$ cat config.mk
export PLATFORM = sky130hd
export DESIGN_NAME = dtc_top
export DESIGN_NICKNAME = d
export VERILOG_FILES = /design/src/inc/dtc_pkg.sv /design/src/verilog/dtc_chan.sv /design/src/verilog/dtc_top.sv
export SDC_FILE = /design/constraint.sdc
export NUM_CORES = 1
export LEC_CHECK = 0
export ABC_AREA = 1
export BUFFER_PORTS_ARGS = -buffer_cell sky130_fd_sc_hd__buf_2
export CAP_MARGIN = 40
export CORE_ASPECT_RATIO = 0.8
export CORE_MARGIN = 3
export CORE_UTILIZATION = 59
export CTS_CLUSTER_SIZE = 40
export DETAILED_ROUTE_END_ITERATION = 6
export PLACE_DENSITY = 0.95
export SLEW_MARGIN = 25
export SYNTH_ARGS = -nofsm -noshare
export SYNTH_HDL_FRONTEND = slang
export SYNTH_SLANG_ARGS = --single-unit
$ cat constraint.sdc
create_clock -name mclk -period 2.9 [get_ports mclk]
set_input_delay 0.435 -clock mclk [delete_from_list [all_inputs] [get_ports mclk]]
set_output_delay 0.435 -clock mclk [all_outputs]
set_load 0.05 [all_outputs]
$ cat src/inc/dtc_pkg.sv
// Purpose: shared constants and carriers for the dual timer count source
// Assumes: one clock domain, control bits come from logic on that clock
// Notes: count pins and gate pins are asynchronous and are synchronised in the top
package dtc_pkg;

  // count width and the internal divide ratio
  localparam int CNT_W = 16;
  localparam int PRESCALE = 12;
  localparam int NUM_TMR = 2;

  // pin vector layout: count inputs low, gate inputs high
  localparam int PIN_N = 4;
  localparam int PIN_CNT0 = 0;
  localparam int PIN_CNT1 = 1;
  localparam int PIN_GATE0 = 2;
  localparam int PIN_GATE1 = 3;

  // reset values
  localparam logic [3:0] PIN_RST = 4'h0;
  localparam logic [1:0] WRAP_RST = 2'h0;

  // per-timer control bits
  typedef struct packed {
    logic src_sel;
    logic gate_opt;
    logic run;
  } dtc_ctrl_s;

  // per-timer events seen by the counting channel
  typedef struct packed {
    logic tick;
    logic fall;
    logic gate;
  } dtc_evt_s;

endpackage : dtc_pkg

$ cat src/verilog/dtc_chan.sv
// Purpose: one 16-bit count channel with source select, run and gate qualification
// Assumes: tick, fall and gate are already synchronous to mclk
// Notes: wrap pulses in the same cycle that the count shows zero after rolling over
`timescale 1ns/1ps
module dtc_chan #(
  parameter int CNT_W = dtc_pkg::CNT_W
) (
  // clock and reset
  input wire logic mclk,
  input wire logic rstn,
  // control and events
  input wire dtc_pkg::dtc_ctrl_s ctrl,
  input wire dtc_pkg::dtc_evt_s evt,
  // count state
  output logic [CNT_W-1:0] count_q,
  output logic wrap_q
);

  logic [CNT_W-1:0] count_d;
  logic wrap_d;
  logic allow;
  logic step;

  initial begin
    if (CNT_W < 2) begin
      $error("dtc_chan: CNT_W must be at least 2");
    end
  end

  always_comb begin
    allow = ctrl.run && (!ctrl.gate_opt || evt.gate);
    step = allow && (ctrl.src_sel ? evt.fall : evt.tick);
    count_d = count_q;
    wrap_d = 1'b0;
    if (step) begin
      count_d = CNT_W'(count_q + 1'b1);
      wrap_d = &count_q;
    end
  end

  always_ff @(posedge mclk or negedge rstn) begin
    if (!rstn) begin
      count_q <= '0;
      wrap_q <= 1'b0;
    end else begin
      count_q <= count_d;
      wrap_q <= wrap_d;
    end
  end

endmodule : dtc_chan

$ cat src/verilog/dtc_top.sv
// Purpose: counting front end of two timer/counters
// Assumes: mclk at 125 MHz; control bits come from logic on mclk
// Notes: pins pass two flip-flops before any logic reads them
//
// What this block does
// - two independent timer/counters, zero and one, each with a 16-bit count
// - internal timing mode advances count once per 12 clock periods while running
// - external counting mode advances count on each falling edge of own count pin
// - count pins sampled once per clock; edges taken only from those samples
// - select bit 1 picks count pin, 0 picks internal timing
// - gating off: count only while run bit is set
// - gating on: count only while run bit set and gate pin high
`timescale 1ns/1ps
module dtc_top #(
  parameter int CNT_W = dtc_pkg::CNT_W,
  parameter int PRESCALE = dtc_pkg::PRESCALE
) (
  // clock and reset
  input wire logic mclk,
  input wire logic rstn,
  // per-timer control bits
  input wire dtc_pkg::dtc_ctrl_s ctrl0,
  input wire dtc_pkg::dtc_ctrl_s ctrl1,
  // external pins
  input wire logic first_count_input,
  input wire logic second_count_input,
  input wire logic [1:0] count_gate_input,
  // count values and rollover pulses
  output logic [CNT_W-1:0] count0,
  output logic [CNT_W-1:0] count1,
  output logic [dtc_pkg::NUM_TMR-1:0] wrap
);

  localparam int DIV_W = $clog2(PRESCALE);
  localparam logic [DIV_W-1:0] DIV_LAST = DIV_W'(PRESCALE - 1);
  localparam logic [DIV_W-1:0] DIV_ZERO = '0;
  localparam logic [DIV_W-1:0] DIV_ONE = DIV_W'(1);

  initial begin
    if (PRESCALE < 2) begin
      $error("dtc_top: PRESCALE must be at least 2");
    end
    if (CNT_W < 2) begin
      $error("dtc_top: CNT_W must be at least 2");
    end
  end

  // internal divider
  logic [DIV_W-1:0] div_q;
  logic [DIV_W-1:0] div_d;
  logic tick;

  always_comb begin
    tick = (div_q == DIV_LAST);
    div_d = tick ? DIV_ZERO : DIV_W'(div_q + DIV_ONE);
  end

  always_ff @(posedge mclk or negedge rstn) begin
    if (!rstn) begin
      div_q <= DIV_ZERO;
    end else begin
      div_q <= div_d;
    end
  end

  // pin synchronisers and edge samples
  logic [dtc_pkg::PIN_N-1:0] pin_raw;
  logic [dtc_pkg::PIN_N-1:0] meta_q;
  logic [dtc_pkg::PIN_N-1:0] meta_d;
  logic [dtc_pkg::PIN_N-1:0] sync_q;
  logic [dtc_pkg::PIN_N-1:0] sync_d;
  logic [1:0] prev_q;
  logic [1:0] prev_d;
  logic [1:0] fall;

  always_comb begin
    pin_raw = '0;
    pin_raw[dtc_pkg::PIN_CNT0] = first_count_input;
    pin_raw[dtc_pkg::PIN_CNT1] = second_count_input;
    pin_raw[dtc_pkg::PIN_GATE0] = count_gate_input[0];
    pin_raw[dtc_pkg::PIN_GATE1] = count_gate_input[1];
    meta_d = pin_raw;
    sync_d = meta_q;
    prev_d[0] = sync_q[dtc_pkg::PIN_CNT0];
    prev_d[1] = sync_q[dtc_pkg::PIN_CNT1];
    fall[0] = prev_q[0] && !sync_q[dtc_pkg::PIN_CNT0];
    fall[1] = prev_q[1] && !sync_q[dtc_pkg::PIN_CNT1];
  end

  always_ff @(posedge mclk or negedge rstn) begin
    if (!rstn) begin
      meta_q <= dtc_pkg::PIN_RST;
      sync_q <= dtc_pkg::PIN_RST;
      prev_q <= dtc_pkg::WRAP_RST;
    end else begin
      meta_q <= meta_d;
      sync_q <= sync_d;
      prev_q <= prev_d;
    end
  end

  // event bundles per timer
  dtc_pkg::dtc_evt_s evt0;
  dtc_pkg::dtc_evt_s evt1;

  always_comb begin
    evt0.tick = tick;
    evt0.fall = fall[0];
    evt0.gate = sync_q[dtc_pkg::PIN_GATE0];
    evt1.tick = tick;
    evt1.fall = fall[1];
    evt1.gate = sync_q[dtc_pkg::PIN_GATE1];
  end

  // the two channels
  dtc_chan #(
    .CNT_W(CNT_W)
  ) u_chan0 (
    .mclk(mclk),
    .rstn(rstn),
    .ctrl(ctrl0),
    .evt(evt0),
    .count_q(count0),
    .wrap_q(wrap[0])
  );

  dtc_chan #(
    .CNT_W(CNT_W)
  ) u_chan1 (
    .mclk(mclk),
    .rstn(rstn),
    .ctrl(ctrl1),
    .evt(evt1),
    .count_q(count1),
    .wrap_q(wrap[1])
  );

  logic ok0;
  logic ok1;
  assign ok0 = ctrl0.run && (!ctrl0.gate_opt || sync_q[dtc_pkg::PIN_GATE0]);
  assign ok1 = ctrl1.run && (!ctrl1.gate_opt || sync_q[dtc_pkg::PIN_GATE1]);
endmodule : dtc_top
Word-level counts from Yosys, hierarchy flattened
Cells that the tools add are included.
{ "word_totals": {"ff_bits": 48, "elab_cells": 31} }
{ "op_classes": {"add_sub_neg": 3, "eq_ne": 1, "muxes": 5, "reduce_logical": 14} }
{ "ops": {"columns": ["operator", "count"], "rows": [
  ["$add A16 B1 Y16 const B", 2],
  ["$reduce_and A16 Y1", 2],
  ["$logic_and A1 B1 Y1", 6],
  ["$add A4 B1 Y4 const B", 1],
  ["$eq A4 B4 Y1 const B", 1],
  ["$logic_not A1 Y1", 4],
  ["$mux W1", 4],
  ["$mux W4", 1],
  ["$logic_or A1 B1 Y1", 2]
]} }

Depth between registers and ports, before layout
{ "depth": {"ltp_word": 5, "ltp_mapped": 9, "depth_no_buf": 8} }

Hierarchy
From an unflattened synthesis, not the netlist that was laid out.
{ "unflattened": {"hier_cells": 290, "hier_area_um2": 2402.3} }
{ "modules_own_cells": {"columns": ["module", "instances", "cells_each", "area_per_inst_um2"], "rows": [
  ["dtc_chan", 2, 127, 977.2],
  ["dtc_top", 1, 36, 447.9]
]} }

Worst setup path after synthesis
Ideal clock, no wire load.
{ "synth_path": {"kind": "reg-to-reg", "startpoint": "reg u_chan0.count_q[0]", "endpoint": "reg u_chan0.count_q[14]", "setup_time_ns": 0.120, "t_arrival_ns": 1.533, "slack_ns": 1.248, "stages_incl_launch_ff": 9, "path_buffers": 0, "cell_sequence": "dfrtp_1 -> ha_1 -> nand2_1 -> nor2_1 -> nand2_1 -> nor2_1 -> nand2_1 -> nand2_1 -> nand2_1"} }
{ "synth_via": {"elab_chain_cells": 1} }
{ "synth_lines": {"columns": ["element", "line", "source"], "rows": [
  ["start: declaration", "dtc_chan.sv:15", "output logic [CNT_W-1:0] count_q,"],
  ["start signal: assignment", "dtc_chan.sv:46", "count_q <= count_d;"],
  ["$add A16 B1 Y16", "dtc_chan.sv:36", "count_d = CNT_W'(count_q + 1'b1);"]
]} }
No other way between the ends.
A chain may end at the register's enable or synchronous reset.

Worst setup path after layout
{ "layout_path": {"startpoint": "reg div_q[0]", "endpoint": "reg u_chan0.count_q[11]"} }
{ "layout_via": {"elab_chain_cells": 3} }
{ "layout_lines": {"columns": ["element", "line", "source"], "rows": [
  ["start: declaration", "dtc_top.sv:49", "logic [DIV_W-1:0] div_q;"],
  ["start signal: assignment", "dtc_top.sv:62", "div_q <= div_d;"],
  ["$eq A4 B4 Y1", "dtc_top.sv:54", "tick = (div_q == DIV_LAST);"],
  ["$mux W1", "dtc_chan.sv:32", "step = allow && (ctrl.src_sel ? evt.fall : evt.tick);"],
  ["$logic_and A1 B1 Y1", "dtc_chan.sv:32", null]
]} }
No other way between the ends.

==> flow_summary.json <==
{
  "synth-seq-cells": 48,
  "htreeDepth": 2,
  "synth_cell_types": 20,
  "drt_iter0_markers": 107,
  "p_per_area_nw_per_um2": 651,
  "yosysSeqAreaShare": 0.496,
  "p_clk_frac": 0.231,
  "num_rows": 20,
  "synthSimpleGateAreaFrac": 0.364,
  "worstPathArrival_ns": 1.88,
  "hold_buffers": 0,
  "post-place-ws_ns": 1.22,
  "ant_nets": 0,
  "drc": 0,
  "finalCritPeriodShare": 0.579,
  "grt_pass1_vias": 1929,
  "drive_gt1_frac": 0.198,
  "p_sw_w": 0.000718,
  "cp-startpoint": "div_q[0]$_DFF_PN0_",
  "irDropWorstVdd_mv": 0.452,
  "combPwrFrac": 0.297,
  "avgRoutedWirePerCell_um": 12.2,
  "synth_top_area_frac": 0.496,
  "grt_overflow": 0,
  "cpPeakStageDelay_ns": 0.41,
  "sw_frac_of_total": 0.401,
  "yosysWarningCount": 0,
  "synth_compound_area_frac": 0.0331,
  "seqPwrFrac": 0.472,
  "hold_violations": 0,
  "setup_viol": 0,
  "reg2regPathDepth": 8,
  "io_buffers": 45,
  "critPathMostFrequentCell": "nand2_1",
  "cp.required_ns": 3.10,
  "firstDrtPassIters": 5,
  "max_freq_mhz": 595,
  "synthAdderAreaFrac": 0.0155,
  "clock_latency_ns": 0.30,
  "dpl-instance-area_um2": 2660,
  "die-area_um2": 4910,
  "antenna_cells": 0,
  "busiest_layer": "met2",
  "critPathCaptureType": "register",
  "r2r_end": "u_chan0.count_q[11]$_DFFE_PN0P_",
  "crit_path_end": "u_chan0.count_q[11]$_DFFE_PN0P_",
  "yosysTopAreaCell": "dfrtp_1",
  "multi_input_area_um2": 1040,
  "path_class": "register to register",
  "ys.flop_type": "dfrtp_1",
  "postLayoutCoreUtil": 0.709,
  "worst-r2r-setup-slack_ns": 1.22,
  "p_int_w": 0.00107,
  "synthXorXnorAreaFrac": 0.0181,
  "antenna_found_initial": 0,
  "initial_utilization": 0.624,
  "io_pins": 46,
  "grt_util_met3": 0.0457,
  "clockRootBuffer": "clkbuf_8",
  "cts_made_buffers": 5,
  "maxSlewHeadroom": 0.607,
  "grt_util_met1": 0.299,
  "cts_resized": 0,
  "cts_max_path_buffers": 2,
  "syn_area_um2": 2420,
  "status": "finished, final reports clean",
  "syn_inst": 306,
  "finalWirelength_um": 4970,
  "num-fill-cells": 317,
  "max_cap_violations": 0,
  "syn_nets": 321,
  "timing.rr.start": "div_q[0]$_DFF_PN0_",
  "synthTopCellsByArea": "dfrtp_1, nand2_1, nor2_1",
  "synth.top_cells.by_count": "nand2_1, dfrtp_1, nor2_1",
  "cp_cell_sequence": "ha_1, nand3_2, nand2_2, inv_2, nor2_4, nand2_1, nand2_1, nand2_1",
  "die_h_um": 63.3,
  "viasPerCell": 5.10,
  "layout_min_cycle_time_ns": 1.68,
  "grt.total_usage": 0.221,
  "cts_setup_buffers": 0,
  "async_reset_ff_frac": 1.00,
  "area_delta_synth_final_pct": 13.7,
  "grt_pass1_wl_um": 8630,
  "numClockSinks": 48,
  "path_clk_slew_ns": 0.09,
  "timing.setup.tns_ns": 0,
  "post-synth-top-count-cell": "nand2_1",
  "hold_class": "primary input to async pin",
  "grt_setup_unrepaired": "no",
  "cts_tree": "done",
  "setup_slack_ns": 1.22,
  "power.total_w": 0.00179,
  "gp_congestion": 0.845,
  "synth-edff-count": 0,
  "finalNetCount": 367,
  "grt_max_degree": 49,
  "cp_max_fo": 23,
  "synth_top_family_by_area": "simple AND/OR/NAND/NOR gates",
  "hpwl_um": 3620,
  "regArea_um2": 1200,
  "slew_violations": 0,
  "synth.area.mux_share": 0,
  "use_met2": 0.354,
  "fin_worst_skew_ns": 0.00579,
  "core-area_um2": 3880,
  "die_x_um": 77.6,
  "tightest_slew_ns": 0.589,
  "stdcell_area_um2": 2750,
  "via_count": 2081,
  "leakagePower_nw": 1.37,
  "startpoint_type": "register",
  "slowest_stage": "nor2_4",
  "avgSynthCellArea_um2": 7.91
}
-- per-stage QoR --
stage,hold slack (ns),instances
5_1_grt,0.161,408
4_1_cts,0.155,408
6_report,0.117,408
3_3_place_gp,0.333,400
2_1_floorplan,0.139,306
3_5_place_dp,0.338,400
-- worst max-delay path: cells and delay by family (launching register included) --
kind	cells	cell delay (ns)
AND/OR/NAND/NOR	6	0.90
flip-flops	1	0.39
adder cells (fa/ha/maj)	1	0.24
buffers and inverters	1	0.05
-- registers in the layout, summed over array words and instances, names as in the netlist --
register,flops
u_chan1.count_q,16
u_chan1.wrap_q,1
u_chan0.count_q,16
div_q,4
meta_q,4
sync_q,4
u_chan0.wrap_q,1
prev_q,2
-- logic make-up (layout without fill, tap and decap cells) --
group | Yosys count | count (layout)
fa+ha+maj | 3 | 3
buf+inv | 37 | 84
xor+xnor | 5 | 5
flops | 48 | 48
compound gates | 15 | 15
simple gates | 198 | 198
-- layer usage --
metal / wire (µm) / part of all wire / vias up
li1: - / - / 1033
met1: 2230 / 0.45 / 986
met2: 2400 / 0.48 / 53
met3: 261 / 0.053 / 9
met4: 75 / 0.015 / 0
met5: 0 / 0 / -
-- cell type report --
type	count	area share
inverters	31	0.0423
multi-input cells	221	0.379
repair buffers	45	0.0828
clock inverters	1	0.00273
flip-flops and latches	48	0.437
clock buffers	7	0.0314
well taps	55	0.0250
-- power by group through the flow --
stage	combinational (W)	clock (W)	sequential (W)
finish	0.000532	0.000413	0.000846
global route	0.000580	0.000449	0.000864
CTS	0.000537	0.000421	0.000843
detailed placement	0.000533	0	0.000856
global placement	0.000517	0	0.000845
floorplan	0.000160	0	0.00109
-- worst min path at each step --
stage / endpoint / slack [ns]
after global routing: u_chan1.count_q[6]$_DFFE_PN0P_ / 0.16
after detailed placement: sync_q[0]$_DFF_PN0_ / 0.34
after global placement: sync_q[1]$_DFF_PN0_ / 0.33
after CTS: u_chan1.count_q[8]$_DFFE_PN0P_ / 0.15
after floorplan: div_q[0]$_DFF_PN0_ / 0.14
final: u_chan1.count_q[15]$_DFFE_PN0P_ / 0.12
-- layout by cell type (no fill, tap or decap) --
master	instances
xnor2_1	4
clkbuf_8	6
clkbuf_1	1
nand3_1	18
nand2_2	2
clkinvlp_4	1
buf_2	44
nor2_4	2
nand3b_1	13
xor2_1	1
ha_1	3
a21boi_1	2
nand2_1	121
nor2_1	31
o21ai_0	12
or2_2	1
nand3_2	5
a21oi_1	1
inv_1	28
nor2_2	5
buf_4	1
dfrtp_1	48
inv_2	3
(Power assumes the default switching activity.)
